$ cat src/verilog/bsc_pkg.sv
package bsc_pkg;

   // ==========================================================
   // bus geometry
   localparam int          AXI_ADDR_W          = 8;
   localparam int          AXI_DATA_W          = 32;
   localparam int          AXI_STRB_W          = AXI_DATA_W / 8;
   localparam logic [1:0]  RESP_OKAY           = 2'h0;
   localparam logic [1:0]  RESP_SLVERR         = 2'h2;

   // ==========================================================
   // register offsets (byte addresses, one word each)
   localparam logic [7:0]  OFF_SWITCH_STATUS   = 8'h00;
   localparam logic [7:0]  OFF_SWITCH_CONTROL  = 8'h04;
   localparam logic [7:0]  OFF_UP_LINK_STATUS  = 8'h08;
   localparam logic [7:0]  OFF_DN_LINK_STATUS  = 8'h0C;

   // ==========================================================
   // field positions
   localparam int          SCLK_BIT            = 12;
   localparam int          SOFTWARE_FUNDAMENTAL_RESET_BIT_BIT            = 0;
   localparam int          STS_MODE_LSB        = 0;
   localparam int          STS_CCLK_DN_BIT     = 3;
   localparam int          STS_CCLK_UP_BIT     = 4;
   localparam int          STS_EEPROM_MODE_BIT = 8;
   localparam int          STS_RSVD_MODE_BIT   = 9;
   localparam int          STS_LOAD_BUSY_BIT   = 16;
   localparam int          STS_RUN_BIT         = 17;

   // ==========================================================
   // switch mode encodings
   localparam logic [2:0]  MODE_NORMAL         = 3'h0;
   localparam logic [2:0]  MODE_EEPROM         = 3'h1;

   // ==========================================================
   // reset values and counts
   localparam logic [2:0]  CAP_MODE_RESET      = 3'h0;
   localparam logic        CAP_CCLK_RESET      = 1'b0;
   localparam logic        SCLK_RESET          = 1'b0;
   localparam int          WARM_RESET_CYCLES   = 16;
   localparam int          NUM_DS_PORTS_DEF    = 5;

   // ==========================================================
   // sequencer states
   typedef enum logic [4:0] {
      ST_HOLD   = 5'b00001,
      ST_WARM   = 5'b00010,
      ST_DECODE = 5'b00100,
      ST_LOAD   = 5'b01000,
      ST_RUN    = 5'b10000
   } bsc_state_t;

endpackage : bsc_pkg

$ cat src/verilog/bsc_sync.sv
`timescale 1ns/1ps

module bsc_sync #(
   parameter int WIDTH = 1
) (
   input  wire logic             clk,
   input  wire logic             rst,
   input  wire logic [WIDTH-1:0] asyncIn,
   output logic      [WIDTH-1:0] syncOut
);

   // ==========================================================
   // two-stage synchroniser, first stage feeds only the second
   logic [WIDTH-1:0] stage1_q;

   always_ff @(posedge clk) begin
      if (rst) begin
         stage1_q <= '0;
         syncOut  <= '0;
      end else begin
         stage1_q <= asyncIn;
         syncOut  <= stage1_q;
      end
   end

endmodule : bsc_sync

$ cat src/verilog/bsc_boot_strap_capture.sv
`timescale 1ns/1ps

// Summary of operation
// RULE1 - straps are latched when the fundamental reset pin deasserts
// RULE2 - strap pins are ignored at every other time
// RULE3 - eeprom loader may override strap-derived values during the reset sequence
// RULE4 - switch status register reads the straps captured at last fundamental reset
// RULE5 - eeprom loader may write any bit of any software-visible register; loader writes only change the slot clock bits and the software reset bit
// RULE6 - downstream common-clock strap seeds every downstream slot clock bit
// RULE7 - downstream slot clock bits stay writable per port after reset
// RULE8 - upstream common-clock strap seeds the upstream slot clock bit
// RULE9 - upstream slot clock bit stays writable after reset
// RULE10 - while reset pin is low all switch logic is held in reset
// RULE11 - mode 0x0 normal, 0x1 normal with eeprom, 0x2 to 0x7 reserved
// RULE12 - board keeps mode straps stable after reset deassertion
// RULE13 - board supplies one 100MHz reference clock
// RULE14 - all internal logic runs from clock derived from reference clock
// RULE15 - software fundamental reset reuses previously captured strap values
// RULE16 - eeprom mode triggers an eeprom load after reset
// RULE17 - reset pin deassertion is synchronised so capture takes one defined cycle
module bsc_boot_strap_capture
#(
   parameter int NUM_DS_PORTS = bsc_pkg::NUM_DS_PORTS_DEF
) (
   input  wire logic                            clk,
   input  wire logic                            rst,
   input  wire logic                            fundamental_reset_n,
   input  wire logic                            common_clock_down_strap,
   input  wire logic                            common_clock_up_strap,
   input  wire logic [2:0]                      switch_mode_strap,
   input  wire logic                            loaderWrValid,
   input  wire logic [bsc_pkg::AXI_ADDR_W-1:0]  loaderWrAddr,
   input  wire logic [bsc_pkg::AXI_DATA_W-1:0]  loaderWrData,
   input  wire logic                            eepromDone,
   output logic                                 coreReset,
   output logic                                 eepromLoadReq,
   output logic                                 modeNormal,
   output logic                                 modeEeprom,
   output logic                                 modeReserved,
   output logic                                 upstreamSlotClock,
   output logic [NUM_DS_PORTS-1:0]              downstreamSlotClock,
   input  wire logic [bsc_pkg::AXI_ADDR_W-1:0]  s_axi_awaddr,
   input  wire logic                            s_axi_awvalid,
   output logic                                 s_axi_awready,
   input  wire logic [bsc_pkg::AXI_DATA_W-1:0]  s_axi_wdata,
   input  wire logic [bsc_pkg::AXI_STRB_W-1:0]  s_axi_wstrb,
   input  wire logic                            s_axi_wvalid,
   output logic                                 s_axi_wready,
   output logic [1:0]                           s_axi_bresp,
   output logic                                 s_axi_bvalid,
   input  wire logic                            s_axi_bready,
   input  wire logic [bsc_pkg::AXI_ADDR_W-1:0]  s_axi_araddr,
   input  wire logic                            s_axi_arvalid,
   output logic                                 s_axi_arready,
   output logic [bsc_pkg::AXI_DATA_W-1:0]       s_axi_rdata,
   output logic [1:0]                           s_axi_rresp,
   output logic                                 s_axi_rvalid,
   input  wire logic                            s_axi_rready
);

   import bsc_pkg::*;

   // ==========================================================
   // register map helpers
   localparam int         IDX_DN_BASE = int'(OFF_DN_LINK_STATUS[7:2]);
   localparam int         NUM_REGS    = IDX_DN_BASE + NUM_DS_PORTS;
   localparam int         WARM_W      = $clog2(WARM_RESET_CYCLES + 1);
   localparam int         SCLK_LANE   = SCLK_BIT / 8;
   localparam int         SOFTWARE_FUNDAMENTAL_RESET_BIT_LANE   = SOFTWARE_FUNDAMENTAL_RESET_BIT_BIT / 8;

   function automatic logic regHit(input logic [AXI_ADDR_W-1:0] addr);
      return (addr[1:0] == 2'b00) && (int'(addr[AXI_ADDR_W-1:2]) < NUM_REGS);
   endfunction : regHit

   function automatic logic [AXI_ADDR_W-3:0] regIdx(input logic [AXI_ADDR_W-1:0] addr);
      return addr[AXI_ADDR_W-1:2];
   endfunction : regIdx

   // ==========================================================
   // pin synchronisers
   logic [5:0]            pinsSync;
   logic                  pinSync;
   logic                  dsStrapSync;
   logic                  usStrapSync;
   logic [2:0]            modeStrapSync;
   logic                  pinPrev_q;

   // one clock for everything, taken from the reference clock tree
   bsc_sync #(
      .WIDTH   (6)
   ) u_sync (
      .clk     (clk),
      .rst     (rst),
      .asyncIn ({fundamental_reset_n, common_clock_down_strap,
                 common_clock_up_strap, switch_mode_strap}),
      .syncOut (pinsSync)
   ); // RULE14 RULE17

   assign pinSync       = pinsSync[5];
   assign dsStrapSync   = pinsSync[4];
   assign usStrapSync   = pinsSync[3];
   assign modeStrapSync = pinsSync[2:0];

   always_ff @(posedge clk) begin
      if (rst) begin
         pinPrev_q <= 1'b0;
      end else begin
         pinPrev_q <= pinSync;
      end
   end

   // ==========================================================
   // sequencer
   bsc_state_t            state_q;
   logic [WARM_W-1:0]     warmCnt_q;
   logic [2:0]            capMode_q;
   logic                  capDs_q;
   logic                  capUs_q;
   logic                  deassertEdge;
   logic                  frstWrite;
   logic                  inLoad;
   logic                  inRun;

   assign deassertEdge = pinSync & ~pinPrev_q;
   assign inLoad       = (state_q == ST_LOAD);
   assign inRun        = (state_q == ST_RUN);

   always_ff @(posedge clk) begin
      if (rst) begin
         state_q <= ST_HOLD;
      end else if (!pinSync) begin
         state_q <= ST_HOLD; // RULE10
      end else begin
         case (state_q)
            ST_HOLD: begin
               if (deassertEdge) begin
                  state_q <= ST_DECODE;
               end
            end
            ST_WARM: begin
               if (warmCnt_q == '0) begin
                  state_q <= ST_DECODE; // RULE15
               end
            end
            ST_DECODE: begin
               if (capMode_q == MODE_EEPROM) begin
                  state_q <= ST_LOAD; // RULE16
               end else begin
                  state_q <= ST_RUN;
               end
            end
            ST_LOAD: begin
               if (frstWrite) begin
                  state_q <= ST_WARM;
               end else if (eepromDone) begin
                  state_q <= ST_RUN;
               end
            end
            ST_RUN: begin
               if (frstWrite) begin
                  state_q <= ST_WARM;
               end
            end
            default: begin
               state_q <= ST_HOLD;
            end
         endcase
      end
   end

   always_ff @(posedge clk) begin
      if (rst) begin
         warmCnt_q <= '0;
      end else if (frstWrite) begin
         warmCnt_q <= WARM_W'(WARM_RESET_CYCLES - 1);
      end else if (state_q == ST_WARM && warmCnt_q != '0) begin
         warmCnt_q <= warmCnt_q - 1'b1;
      end
   end

   // ==========================================================
   // strap capture

   // sampled in one cycle only; later pin changes never reach the core
   always_ff @(posedge clk) begin
      if (rst) begin
         capMode_q <= CAP_MODE_RESET;
         capDs_q   <= CAP_CCLK_RESET;
         capUs_q   <= CAP_CCLK_RESET;
      end else if (state_q == ST_HOLD && deassertEdge) begin
         capMode_q <= modeStrapSync; // RULE1 RULE2 RULE12
         capDs_q   <= dsStrapSync;   // RULE1 RULE2
         capUs_q   <= usStrapSync;   // RULE1 RULE2
      end
   end

   // ==========================================================
   // mode decode
   always_ff @(posedge clk) begin
      if (rst) begin
         modeNormal   <= 1'b0;
         modeEeprom   <= 1'b0;
         modeReserved <= 1'b0;
      end else if (state_q == ST_DECODE) begin
         modeNormal   <= (capMode_q == MODE_NORMAL); // RULE11
         modeEeprom   <= (capMode_q == MODE_EEPROM); // RULE11
         modeReserved <= (capMode_q != MODE_NORMAL) && (capMode_q != MODE_EEPROM); // RULE11
      end
   end

   always_ff @(posedge clk) begin
      if (rst) begin
         coreReset     <= 1'b1;
         eepromLoadReq <= 1'b0;
      end else begin
         coreReset     <= !pinSync || state_q == ST_HOLD || state_q == ST_WARM; // RULE10
         eepromLoadReq <= pinSync && state_q == ST_DECODE && capMode_q == MODE_EEPROM
                          || pinSync && inLoad && !eepromDone && !frstWrite; // RULE16
      end
   end

   // ==========================================================
   // axi4-lite write channel
   logic                  awHeld_q;
   logic [AXI_ADDR_W-1:0] awAddr_q;
   logic                  wHeld_q;
   logic [AXI_DATA_W-1:0] wData_q;
   logic [AXI_STRB_W-1:0] wStrb_q;
   logic                  loaderGo;
   logic                  axiWrGo;

   // loader has no ready, so a colliding bus write waits one turn
   assign loaderGo      = loaderWrValid & inLoad; // RULE3 RULE5
   assign axiWrGo       = awHeld_q & wHeld_q & ~s_axi_bvalid & ~loaderGo;
   assign s_axi_awready = ~awHeld_q & ~s_axi_bvalid;
   assign s_axi_wready  = ~wHeld_q & ~s_axi_bvalid;

   always_ff @(posedge clk) begin
      if (rst) begin
         awHeld_q <= 1'b0;
         awAddr_q <= '0;
      end else if (s_axi_awvalid && s_axi_awready) begin
         awHeld_q <= 1'b1;
         awAddr_q <= s_axi_awaddr;
      end else if (axiWrGo) begin
         awHeld_q <= 1'b0;
      end
   end

   always_ff @(posedge clk) begin
      if (rst) begin
         wHeld_q <= 1'b0;
         wData_q <= '0;
         wStrb_q <= '0;
      end else if (s_axi_wvalid && s_axi_wready) begin
         wHeld_q <= 1'b1;
         wData_q <= s_axi_wdata;
         wStrb_q <= s_axi_wstrb;
      end else if (axiWrGo) begin
         wHeld_q <= 1'b0;
      end
   end

   always_ff @(posedge clk) begin
      if (rst) begin
         s_axi_bvalid <= 1'b0;
         s_axi_bresp  <= RESP_OKAY;
      end else if (axiWrGo) begin
         s_axi_bvalid <= 1'b1;
         s_axi_bresp  <= regHit(awAddr_q) ? RESP_OKAY : RESP_SLVERR;
      end else if (s_axi_bready) begin
         s_axi_bvalid <= 1'b0;
      end
   end

   // ==========================================================
   // merged register write port
   logic                  wrEn;
   logic [AXI_ADDR_W-3:0] wrIdx;
   logic [AXI_DATA_W-1:0] wrData;
   logic [AXI_STRB_W-1:0] wrStrb;

   always_comb begin
      if (loaderGo) begin
         wrEn   = regHit(loaderWrAddr); // RULE5
         wrIdx  = regIdx(loaderWrAddr);
         wrData = loaderWrData;
         wrStrb = '1;
      end else begin
         wrEn   = axiWrGo && regHit(awAddr_q) && (inRun || inLoad);
         wrIdx  = regIdx(awAddr_q);
         wrData = wData_q;
         wrStrb = wStrb_q;
      end
   end

   // completion is given before the warm reset takes hold
   assign frstWrite = wrEn && wrIdx == OFF_SWITCH_CONTROL[AXI_ADDR_W-1:2]
                      && wrStrb[SOFTWARE_FUNDAMENTAL_RESET_BIT_LANE] && wrData[SOFTWARE_FUNDAMENTAL_RESET_BIT_BIT];

   // ==========================================================
   // slot clock configuration bits
   always_ff @(posedge clk) begin
      if (rst) begin
         upstreamSlotClock <= SCLK_RESET;
      end else if (state_q == ST_DECODE) begin
         upstreamSlotClock <= capUs_q; // RULE8 RULE15
      end else if (wrEn && wrStrb[SCLK_LANE]
                   && wrIdx == OFF_UP_LINK_STATUS[AXI_ADDR_W-1:2]) begin
         upstreamSlotClock <= wrData[SCLK_BIT]; // RULE9 RULE3
      end
   end

   always_ff @(posedge clk) begin
      if (rst) begin
         downstreamSlotClock <= {NUM_DS_PORTS{SCLK_RESET}};
      end else if (state_q == ST_DECODE) begin
         downstreamSlotClock <= {NUM_DS_PORTS{capDs_q}}; // RULE6 RULE15
      end else begin
         for (int p = 0; p < NUM_DS_PORTS; p++) begin
            if (wrEn && wrStrb[SCLK_LANE] && int'(wrIdx) == IDX_DN_BASE + p) begin
               downstreamSlotClock[p] <= wrData[SCLK_BIT]; // RULE7 RULE3
            end
         end
      end
   end

   // ==========================================================
   // axi4-lite read channel
   logic [AXI_DATA_W-1:0] rdMux;
   logic [AXI_ADDR_W-3:0] rdIdx;

   assign s_axi_arready = ~s_axi_rvalid;
   assign rdIdx         = regIdx(s_axi_araddr);

   always_comb begin
      rdMux = '0;
      if (rdIdx == OFF_SWITCH_STATUS[AXI_ADDR_W-1:2]) begin
         rdMux[STS_MODE_LSB +: 3]    = capMode_q; // RULE4
         rdMux[STS_CCLK_DN_BIT]      = capDs_q;   // RULE4
         rdMux[STS_CCLK_UP_BIT]      = capUs_q;   // RULE4
         rdMux[STS_EEPROM_MODE_BIT]  = modeEeprom;
         rdMux[STS_RSVD_MODE_BIT]    = modeReserved;
         rdMux[STS_LOAD_BUSY_BIT]    = inLoad;
         rdMux[STS_RUN_BIT]          = inRun;
      end else if (rdIdx == OFF_UP_LINK_STATUS[AXI_ADDR_W-1:2]) begin
         rdMux[SCLK_BIT] = upstreamSlotClock;
      end else begin
         for (int p = 0; p < NUM_DS_PORTS; p++) begin
            if (int'(rdIdx) == IDX_DN_BASE + p) begin
               rdMux[SCLK_BIT] = downstreamSlotClock[p];
            end
         end
      end
   end

   always_ff @(posedge clk) begin
      if (rst) begin
         s_axi_rvalid <= 1'b0;
         s_axi_rdata  <= '0;
         s_axi_rresp  <= RESP_OKAY;
      end else if (s_axi_arvalid && s_axi_arready) begin
         s_axi_rvalid <= 1'b1;
         s_axi_rdata  <= regHit(s_axi_araddr) ? rdMux : '0;
         s_axi_rresp  <= regHit(s_axi_araddr) ? RESP_OKAY : RESP_SLVERR;
      end else if (s_axi_rready) begin
         s_axi_rvalid <= 1'b0;
      end
   end

endmodule : bsc_boot_strap_capture

$ cat config.mk
export PLATFORM = sky130hd
export DESIGN_NAME = bsc_boot_strap_capture
export DESIGN_NICKNAME = d
export VERILOG_FILES = /design/src/verilog/bsc_pkg.sv /design/src/verilog/bsc_sync.sv /design/src/verilog/bsc_boot_strap_capture.sv
export SDC_FILE = /design/constraint.sdc
export NUM_CORES = 1
export LEC_CHECK = 0
export BUFFER_PORTS_ARGS = -buffer_cell sky130_fd_sc_hd__buf_2
export CORE_ASPECT_RATIO = 0.8
export CORE_UTILIZATION = 35
export DETAILED_ROUTE_END_ITERATION = 10
export SLEW_MARGIN = 10
export SYNTH_ARGS = -nofsm -noshare
export SYNTH_HDL_FRONTEND = slang
export SYNTH_HIERARCHICAL = 1
export SYNTH_SLANG_ARGS = --single-unit
export TNS_END_PERCENT = 1
$ cat constraint.sdc
create_clock -name clk -period 2.6 [get_ports clk]
set_input_delay 0.13 -clock clk [delete_from_list [all_inputs] [get_ports clk]]
set_output_delay 0.13 -clock clk [all_outputs]
set_load 0.02 [all_outputs]
==> results of run 1 <==
==> routing by layer <==
metal,GRT usage,wire [microns],vias up,part of all wire
met1,0.212,3370,1198,0.49
li1,-,-,1321,-
met2,0.236,3010,80,0.44
met3,0.0579,435,14,0.063
met5,0,0,-,0
met4,0.0486,93,0,0.013
==> registers in the layout, summed over array words and instances (netlist names), 3 cells and up <==
register             flops
s_axi_rdata             10
awAddr_q                 8
u_sync/stage1_q          6
u_sync/syncOut           6
downstreamSlotClock      5
state_q                  5
warmCnt_q                5
capMode_q                3
==> worst max-delay path: cells and delay by family, from the launching register on <==
| kind | cells | cell delay (ns) |
|---|---|---|
| AOI/OAI and AO/OA | 3 | 0.98 |
| and+or+nand+nor | 1 | 0.46 |
| DFF | 1 | 0.38 |
| muxes | 1 | 0.33 |
==> report_power, final <==
part | leakage (nW) | internal [mW] | total, mW | switching, mW
sequential | 0.546 | 1.06 | 1.08 | 0.0220
clock | 0.0958 | 0.447 | 0.864 | 0.417
combinational | 0.943 | 0.0830 | 0.214 | 0.131
total | 1.58 | 1.59 | 2.16 | 0.570
==> through the flow <==
stage                     worst slack (ns)  utilization
final                                0.335        0.440
after global routing                 0.237        0.440
after CTS                            0.344        0.440
after detailed placement             0.349        0.410
after global placement               0.394        0.410
after floorplan                      0.596            -
==> worst min-delay path by stage <==
stage	cells after the start	startpoint	endpoint	slack, ns
after floorplan	1	switch_mode_strap[0]	u_sync/stage1_q[0]$_SDFF_PP0_	0.26
after global placement	2	common_clock_up_strap	u_sync/stage1_q[3]$_SDFF_PP0_	0.34
after detailed placement	2	switch_mode_strap[1]	u_sync/stage1_q[1]$_SDFF_PP0_	0.34
after CTS	3	s_axi_awaddr[5]	awAddr_q[5]$_SDFFE_PP0P_	0.0005
after global routing	3	s_axi_wstrb[1]	wStrb_q[1]$_SDFFE_PP0P_	0.01
final	3	s_axi_awaddr[6]	awAddr_q[6]$_SDFFE_PP0P_	0.02
==> cells by family (layout without fill, tap and decap cells) <==
family                   count (synthesis)  count (layout)  share of synthesized area
AND/OR/NAND/NOR                        156             156                      0.292
flip-flops                              67              67                      0.429
AO/OA/AOI/OAI                           54              54                      0.115
buffers and inverters                   44             106                     0.0857
multiplexers                            18              18                     0.0609
XOR/XNOR                                 4               4                     0.0112
adder cells (fa/ha/maj)                  1               1                    0.00401
other                                    1              24                    0.00120
==> cell type report <==
type / count / area, sq um / share of cell area
Timing Repair Buffer: 83 / 458 / 0.122
Clock inverter: 7 / 76.3 / 0.0203
Clock buffer: 9 / 124 / 0.0329
Tap cell: 112 / 140 / 0.0372
Sequential cell: 67 / 1340 / 0.356
Multi-Input combinational cell: 257 / 1600 / 0.425
Inverter: 7 / 26.3 / 0.00698
==> cells in the final DEF, fill, tap and decap left out, types with 5 or more instances in the layout <==
cell / instances
buf_4: 5
conb_1: 24
nand2_1: 31
clkbuf_8: 9
a21oi_1: 21
nor2b_1: 10
a22oi_1: 8
inv_1: 7
mux2i_1: 10
dlygate4sd3_1: 6
buf_2: 72
a31oi_1: 5
nor2_1: 41
dfxtp_1: 67
nand2b_1: 8
nor2b_2: 8
nor3_1: 6
o21ai_0: 6
mux2_1: 5
nand3_1: 8
==> reports/results.tsv, run 1 <==
stage	metric	value	unit
logic_synthesis	Yosys top cell area share	0.429	
hold_path	Hold/Removal Path Class	input port to register	
timing	Tcrit/Tclk final	0.871	
timing	setup TNS	0	ns
power	Lkg Pwr	1.58	nW
clocking	H-tree levels	3	
clocking	CTS clock-pin slew for the worst setup and hold paths	0.07	ns
timing	Slew @ Worst Pin	0.828	ns
finish	Area Growth Syn to Fin	20.6	%
routing	Detail Route Antenna Nets	0	
floorplan	Die X	108	microns
routing	Remaining DRCs	0	
logic_synthesis	Top FF cell, synth	dfxtp_1	
logic_synthesis	top cells by area, synth	dfxtp_1 (43%), buf_4 (5.8%), nor2_1 (4.9%)	
logic_synthesis	Mapped Area	0.00312	sq mm
setup_path	crit-path cells	nor4_4 -> a311oi_1 -> a311oi_1 -> a31oi_1 -> mux2_1	
clocking	Worst-Skew Late Latency	0.34	ns
place	routability cong.	0.805	
timing	Max Slew Vio Count	0	
logic_synthesis	#FFs+latches synth	67	
setup_path	critical path required time	2.84	ns
routing	WL final	6900	microns
floorplan	Die ar.	0.00931	sq mm
logic_synthesis	post-synth cell types	54	
place	post-DP HPWL	5180	microns
setup_path	Setup crit start	state_q[4]$_SDFFE_PP0P_	
logic_synthesis	Post-synth EDFFs	0	
setup_path	Setup Crit Path Kind	register to register	
grt	initial antenna violation count	0	
clocking	CTS tree	built	
timing	Fin Clk Skew	0.00486	ns
finish	final instance area	0.00377	sq mm
clocking	clk root buf	clkbuf_8	
grt	vias in the first global route	2354	
setup_path	reg2reg end	downstreamSlotClock[1]$_SDFFE_PP0P_	
timing	RSZ-0062 raised after global routing	false	
setup_path	crit path DAT	2.50	ns
clocking	clock tree buffer depth	2	
routing	Vias/cell	4.82	
power	Pwr Density	572	mW/mm^2
clocking	hold_buf cts	6	
timing	Slew headroom	0.448	
timing	min Tclk post-route	2.27	ns
clocking	Sink Count	67	
logic_synthesis	Mapped Avg Cell Area	9.05	sq um
setup_path	slowest stage cell on the critical path	a311oi_1	
place	DP Area	0.00351	sq mm
place	placed cells	520	
finish	post-layout net count	533	
finish	share of layout cells above drive strength 1	0.270	
grt	largest net degree at the start of global routing	44	
timing	Final Hold Fails	0	
grt	gr ovfl total	0	
logic_synthesis	yosys warns	6	
routing	Vias	2613	
place	port bufs	72	
routing	DRT iter0 DRCs	106	
logic_synthesis	Commonest cells post-synth	dfxtp_1 (67), nor2_1 (41), nand2_1 (31)	
setup_path	most common cell type on the critical path	a311oi_1	
power	Tot Pwr	2.16	mW
grt	GRT Resource Usage Total	0.158	
grt	first-pass GRT wire length	11300	microns
floorplan	Boundary Pins	159	
timing	Min Hold Slack	0.0183	ns
timing	fmax	441	MHz
power	peak supply drop	0.360	mV
logic_synthesis	Synth area leader	dfxtp_1	
floorplan	height of the chip	86.5	microns
logic_synthesis	Post-synth ARST share	0	
setup_path	crit-path max cell delay	0.66	ns
logic_synthesis	most frequent cell after synthesis	dfxtp_1	
floorplan	total core area	0.00856	sq mm
setup_path	worst setup path end	downstreamSlotClock[1]$_SDFFE_PP0P_	
routing	WL/cell	12.7	microns
finish	Fillers	858	
clocking	Post-CTS Resized	0	
clocking	Post-CTS Setup Inserts	0	
floorplan	FP Rows	30	
logic_synthesis	Post-Synthesis Cells	345	
setup_path	R2R Setup Slk	0.33	ns
floorplan	starting density of the core	0.365	
setup_path	critical-path maximum fanout	6	
routing	First-pass DRT Iterations	4	
logic_synthesis	Seq/Total Area, Yosys	0.429	
setup_path	CP endpoint kind	register	
flow_run	Max Cap Violations	0	
clocking	Num CTS Buffers	9	
finish	fin cells	542	
setup_path	Startpoint Class	register	
timing	Setup Viol. Count Final	0	
finish	antenna diode count	0	
setup_path	Register-to-Register Path Depth	5	
setup_path	RR Startpoint	state_q[4]$_SDFFE_PP0P_	
status	outcome	finished, final reports clean	
No activity file was read; power rests on OpenSTA's default activity.
==> inputs of run 2 (changes only) <==
- CORE_UTILIZATION: 35 -> 41
- PLACE_DENSITY: default -> 0.76
- clock period: 2.6 -> 1.8 ns (I/O delays scaled with it)
==> reports/results.tsv, run 2 (synthesized netlist as in run 1, its figures left out) <==
stage	metric	value	unit	change
setup_path	Register-to-Register Path Depth	6		+1
timing	min Tclk post-route	2.00	ns	-0.264 ns
place	placed cells	538		+3.5%
place	post-DP HPWL	5510	microns	+6.3%
status	outcome	finished, violations left		
hold_path	HP Start	s_axi_rready		
clocking	Num CTS Buffers	9		unchanged
hold_path	hold path cells	3		unchanged
grt	GRT Resource Usage Total	0.194		+0.0361
timing	setup TNS	-1.40	ns	-1.40 ns
grt	gr ovfl total	0		unchanged
routing	DRT iter0 DRCs	141		+33%
clocking	CTS clock-pin slew for the worst setup and hold paths	0.08	ns	about the same
finish	antenna diode count	0		unchanged
timing	Tcrit/Tclk final	1.11		+0.240
grt	initial antenna violation count	0		unchanged
routing	WL/cell	13.0	microns	+2.3%
grt	vias in the first global route	2630		+12%
finish	Area Growth Syn to Fin	32.2	%	
floorplan	height of the chip	80.1	microns	-7.4%
clocking	Sink Count	67		unchanged
setup_path	CP endpoint kind	register		
setup_path	slowest stage cell on the critical path	or4_1		
timing	Slew headroom	0.626		+0.178
status	failing checks	design-rule violations, negative setup slack		
timing	Min Hold Slack	0.0122	ns	-0.00618 ns
timing	Slew @ Worst Pin	0.553	ns	-0.274 ns
routing	Vias	2840		+8.7%
finish	fin cells	572		+5.5%
clocking	Post-CTS Setup Inserts	0		unchanged
setup_path	critical-path maximum fanout	11		+5
setup_path	Startpoint Class	register		
power	peak supply drop	0.423	mV	+18%
routing	WL final	7450	microns	+8.0%
power	Tot Pwr	3.30	mW	+53%
finish	Reg with most FFs	s_axi_rdata		
finish	max reg flops	10		unchanged
timing	Final Hold Fails	0		unchanged
timing	Fin Clk Skew	0.00766	ns	+0.00280 ns
setup_path	crit-path cells	nor4_4 -> and3_4 -> buf_4 -> or4_1 -> a31oi_1 -> mux2_1		
finish	commonest cells after routing, fill and taps aside	buf_2 (72), dfxtp_1 (64), nor2_1 (41)		
floorplan	Die X	99.6	microns	-7.5%
clocking	H-tree levels	3		unchanged
setup_path	RR Startpoint	state_q[4]$_SDFFE_PP0P_		
setup_path	crit-path max cell delay	0.48	ns	-0.18 ns
clocking	Worst-Skew Late Latency	0.35	ns	about the same
grt	largest net degree at the start of global routing	28		-36%
finish	final instance area	0.00413	sq mm	+9.6%
routing	Remaining DRCs	2		+2
finish	post-layout net count	570		+6.9%
hold_path	Hold/Removal Path Class	input port to register		
floorplan	Die ar.	0.00797	sq mm	-14%
grt	first-pass GRT wire length	11900	microns	+5.9%
finish	share of layout cells above drive strength 1	0.323		+0.0536
power	Lkg Pwr	1.79	nW	+13%
floorplan	total core area	0.00739	sq mm	-14%
finish	Top Registers	s_axi_rdata x10, awAddr_q x8		
setup_path	R2R Setup Slk	-0.20	ns	-0.54 ns
timing	Setup Viol. Count Final	12		+12
finish	commonest non-fill, non-tap cell in the layout	buf_2		
timing	Max Slew Vio Count	0		unchanged
routing	Vias/cell	4.97		+3.0%
flow_run	Max Cap Violations	0		unchanged
timing	fmax	500	MHz	+13%
floorplan	Boundary Pins	159		unchanged
setup_path	reg2reg end	downstreamSlotClock[0]$_SDFFE_PP0P_		
setup_path	Setup Crit Path Kind	register to register		
setup_path	critical path required time	2.03	ns	-0.81 ns
place	worst slack, placed	-0.234	ns	-0.583 ns
routing	First-pass DRT Iterations	8		+4
power	Pwr Density	800	mW/mm^2	+40%
floorplan	FP Rows	28		-6.7%
place	DP Area	0.00372	sq mm	+6.0%
place	port bufs	72		unchanged
timing	RSZ-0062 raised after global routing	true		
setup_path	crit path DAT	2.23	ns	-0.27 ns
clocking	clock tree buffer depth	2		unchanged
place	routability cong.	0.884		+9.9%
routing	Detail Route Antenna Nets	0		unchanged
timing	worst setup margin	-0.201	ns	-0.536 ns
floorplan	starting density of the core	0.422		+0.0576
finish	Post-Route Utilization	0.559		+0.119
clocking	clk root buf	clkbuf_8		
clocking	CTS tree	built		
hold_path	Hold Path Sink	s_axi_rvalid$_SDFFE_PP0P_		
==> run 2: cell count changes in the layout (fill, tap and decap cells not counted), moves of 2 or more <==
cell / delta
clkinvlp_4: -2
a221oi_2: +2
a221oi_1: -2
buf_4: +25
dfxtp_2: +3
dfxtp_1: -3
dlygate4sd3_1: +12
==> run 2: final cells by class <==
type,count,area [sq um]
clock inverters,7,100
well taps,105,131
flip-flops and latches,67,1350
multi-input cells,257,1640
inverters,7,26.3
repair buffers,120,766
clock buffers,9,124
fillers,658,3260
==> run 2: how the worst max path moves through the flow <==
stage                                   startpoint                             endpoint  slack (ns)  depth (start not counted)
final                      state_q[4]$_SDFFE_PP0P_  downstreamSlotClock[0]$_SDFFE_PP0P_       -0.20                          6
after global routing       state_q[4]$_SDFFE_PP0P_  downstreamSlotClock[2]$_SDFFE_PP0P_       -0.30                          7
after global placement     state_q[2]$_SDFFE_PP0P_             eepromLoadReq$_SDFF_PP0_       -0.18                          5
after detailed placement   state_q[2]$_SDFFE_PP0P_             eepromLoadReq$_SDFF_PP0_       -0.23                          5
after CTS                 awAddr_q[5]$_SDFFE_PP0P_  downstreamSlotClock[0]$_SDFFE_PP0P_       -0.19                          6
after floorplan            state_q[3]$_SDFFE_PP0P_  downstreamSlotClock[0]$_SDFFE_PP0P_        -0.1                          6
==> run 2: timing repair <==
item | in CTS | in global routing
pin swaps | 0 | 1
endpoints found under the hold margin | 18 | 0
resized for setup | 5 | 0
hold buffers | 18 | 0
endpoints found under the setup margin | 16 | 17
==> run 2: power breakdown <==
| part | switching (mW) | internal, mW | leakage (nW) |
|---|---|---|---|
| registers | 0.0239 | 1.52 | 0.546 |
| logic | 0.209 | 0.155 | 1.13 |
| clock network | 0.603 | 0.789 | 0.114 |
| total | 0.836 | 2.47 | 1.79 |
==> run 2: metal layers <==
| layer | up-vias | wire length [microns] | global-route usage |
|---|---|---|---|
| met4 | 0 | 114 | 0.0588 |
| met3 | 15 | 425 | 0.0566 |
| met2 | 109 | 3560 | 0.331 |
| met1 | 1326 | 3350 | 0.237 |
| met5 | - | 0 | 0 |
| li1 | 1390 | - | - |
==> run 2: worst max-delay path, delay by kind of cell, from the launching register on <==
kind | cells | cell delay (ns)
compound gates | 1 | 0.21
buf+inv | 1 | 0.16
flops | 1 | 0.44
mux | 1 | 0.34
simple gates | 3 | 0.72
==> inputs of run 3 (changes only) <==
- CAP_MARGIN: default -> 20
- CORE_UTILIZATION: 41 -> 46
- HOLD_SLACK_MARGIN: default -> 0.12
- PLACE_DENSITY: 0.76 -> 0.81
- clock period: 1.8 -> 2 ns (I/O delays scaled with it)
==> reports/results.tsv, run 3 (synthesized netlist as in run 1, its figures left out) <==
stage	metric	value	unit	change
floorplan	height of the chip	75.7	microns	-5.5%
clocking	Num CTS Buffers	9		unchanged
finish	commonest cells after routing, fill and taps aside	buf_2 (72), dfxtp_1 (63), nor2_1 (41)		
clocking	clk root buf	clkbuf_8		
timing	setup TNS	0	ns	+1.40 ns
timing	Setup Viol. Count Final	0		-12
floorplan	Die ar.	0.00712	sq mm	-11%
timing	Min Hold Slack	0.198	ns	+0.186 ns
grt	initial antenna violation count	0		unchanged
grt	first-pass GRT wire length	12000	microns	+0.81%
place	routability cong.	0.921		+4.3%
finish	commonest non-fill, non-tap cell in the layout	buf_2		
place	port bufs	72		unchanged
finish	max reg flops	10		unchanged
clocking	clock tree buffer depth	2		unchanged
clocking	Sink Count	67		unchanged
routing	Vias	2953		+4.0%
flow_run	Max Cap Violations	0		unchanged
hold_path	Hold/Removal Path Class	input port to register		
setup_path	Startpoint Class	register		
setup_path	crit path DAT	2.23	ns	about the same
clocking	CTS clock-pin slew for the worst setup and hold paths	0.08	ns	about the same
clocking	H-tree levels	3		unchanged
finish	Multi-input gate area	0.00167	sq mm	+2.0%
timing	Fin Clk Skew	0.00595	ns	-0.00170 ns
routing	Detail Route Antenna Nets	0		unchanged
timing	fmax	500	MHz	about the same
setup_path	slowest stage cell on the critical path	or4_4		
finish	share of layout cells above drive strength 1	0.329		+0.00569
routing	First-pass DRT Iterations	5		-3
power	switch share	0.254		+0.00109
setup_path	critical path required time	2.23	ns	+0.20 ns
floorplan	Boundary Pins	159		unchanged
setup_path	Setup Crit Path Kind	register to register		
grt	vias in the first global route	2707		+2.9%
timing	Tcrit/Tclk final	1.00		-0.112
routing	DRT iter0 DRCs	194		+38%
power	Pwr Density	718	mW/mm^2	-10%
floorplan	FP Rows	26		-7.1%
routing	Remaining DRCs	0		-2
finish	FF+latch area	0.00135	sq mm	+0.28%
finish	fin cells	549		-4.0%
setup_path	CP Buf/Inv Count	1		unchanged
status	outcome	finished, final reports clean		
finish	Reg with most FFs	s_axi_rdata		
power	peak supply drop	0.413	mV	-2.5%
place	placed cells	511		-5.0%
power	Seq pwr share	0.471		+0.002
timing	Max Slew Vio Count	0		unchanged
power	Gate power share	0.109		about the same
setup_path	crit-path max cell delay	0.56	ns	+0.08 ns
floorplan	Die X	94.1	microns	-5.5%
timing	RSZ-0062 raised after global routing	true		
power	Lkg Pwr	1.76	nW	-1.3%
finish	Fillers	521		-21%
grt	largest net degree at the start of global routing	34		+21%
setup_path	Crit path max-delay family	simple AND/OR/NAND/NOR gates		
clocking	Worst-Skew Late Latency	0.35	ns	about the same
floorplan	starting density of the core	0.482		+0.0599
timing	Final Hold Fails	0		unchanged
finish	antenna diode count	0		unchanged
floorplan	total core area	0.00647	sq mm	-12%
power	Pint	2.21	mW	-10%
setup_path	CP endpoint kind	register		
finish	post-layout net count	568		-0.35%
place	post-DP HPWL	5330	microns	-3.1%
routing	Vias/cell	5.38		+8.3%
finish	Top Registers	s_axi_rdata x10, awAddr_q x8		
finish	Area Growth Syn to Fin	32.4	%	
grt	GRT Resource Usage Total	0.224		+0.0298
setup_path	crit-path cells	or4_4 -> nor4_4 -> a311oi_1 -> buf_4 -> a31oi_2 -> mux2_1		
grt	gr ovfl total	0		unchanged
power	Clk network pwr share	0.420		about the same
timing	min Tclk post-route	2.00	ns	-0.00148 ns
clocking	CTS tree	built		
setup_path	critical-path maximum fanout	5		-6
routing	WL/cell	13.9	microns	+6.9%
power	switching power	0.754	mW	-9.8%
routing	WL final	7650	microns	+2.6%
[run 3: cell types whose count changed in the layout (fill, tap and decap cells not counted), sizes merged]
| cell | change |
|---|---|
| buf | -6 |
| dlygate4sd3 | +4 |
[run 3: tightest hold or removal path, delay by kind of cell]
family	cells	cell delay [ns]
simple gates	2	0.35
buf+inv	1	0.07
[run 3: path summary, 6_finish.rpt]
path / from / endpoint / slack (ns) / cells after the start
worst max-delay path: awAddr_q[5]$_SDFFE_PP0P_ / downstreamSlotClock[3]$_SDFFE_PP0P_ / 0.0004 / 6
worst min-delay path: s_axi_araddr[0] / s_axi_rresp[1]$_SDFFE_PP0P_ / 0.20 / 3
worst max register to register: awAddr_q[5]$_SDFFE_PP0P_ / downstreamSlotClock[3]$_SDFFE_PP0P_ / 0.0004 / 6
worst min register to register: u_sync/stage1_q[0]$_SDFF_PP0_ / u_sync/syncOut[0]$_SDFF_PP0_ / 0.45 / 1
[run 3: per-stage QoR]
| stage | power [mW] | cell area (sq um) | setup WS [ns] | util |
|---|---|---|---|---|
| floorplan | 1.64 | 3210 | 0.0184 | - |
| global placement | 1.70 | 3620 | 0.00728 | 0.559 |
| detailed placement | 1.71 | 3620 | -0.0407 | 0.559 |
| CTS | 2.98 | 4070 | 0.00135 | 0.628 |
| global route | 3.09 | 4130 | -0.0686 | 0.639 |
| finish | 2.97 | 4130 | 0.000387 | 0.639 |
[run 3: cell type report]
| type | count | area share |
|---|---|---|
| repair buffers | 118 | 0.184 |
| clock buffers | 9 | 0.0300 |
| flip-flops and latches | 67 | 0.326 |
| clock inverters | 7 | 0.0242 |
| multi-input cells | 257 | 0.404 |
| well taps | 84 | 0.0254 |
| inverters | 7 | 0.00636 |
[run 3: power by group through the flow]
| stage | Combinational [mW] | Sequential, mW | Clock, mW |
|---|---|---|---|
| after CTS | 0.315 | 1.40 | 1.27 |
| final | 0.324 | 1.40 | 1.25 |
| after floorplan | 0.213 | 1.43 | 0 |
| after global placement | 0.273 | 1.43 | 0 |
| after global routing | 0.355 | 1.40 | 1.33 |
| after detailed placement | 0.281 | 1.43 | 0 |
[run 3: per-layer routing]
metal  routed length [microns]  track usage
met1                      3260        0.256
met4                       234        0.142
met3                       570       0.0559
met2                      3590        0.384
met5                         0            0
[run 3: repair_timing]
action | CTS | global route
buffers inserted | 0 | 0
hold endpoints to repair | 25 | 0
resized for setup | 5 | 15
hold buffers | 22 | 0
endpoints found under the setup margin | 3 | 14
pin swaps | 1 | 2
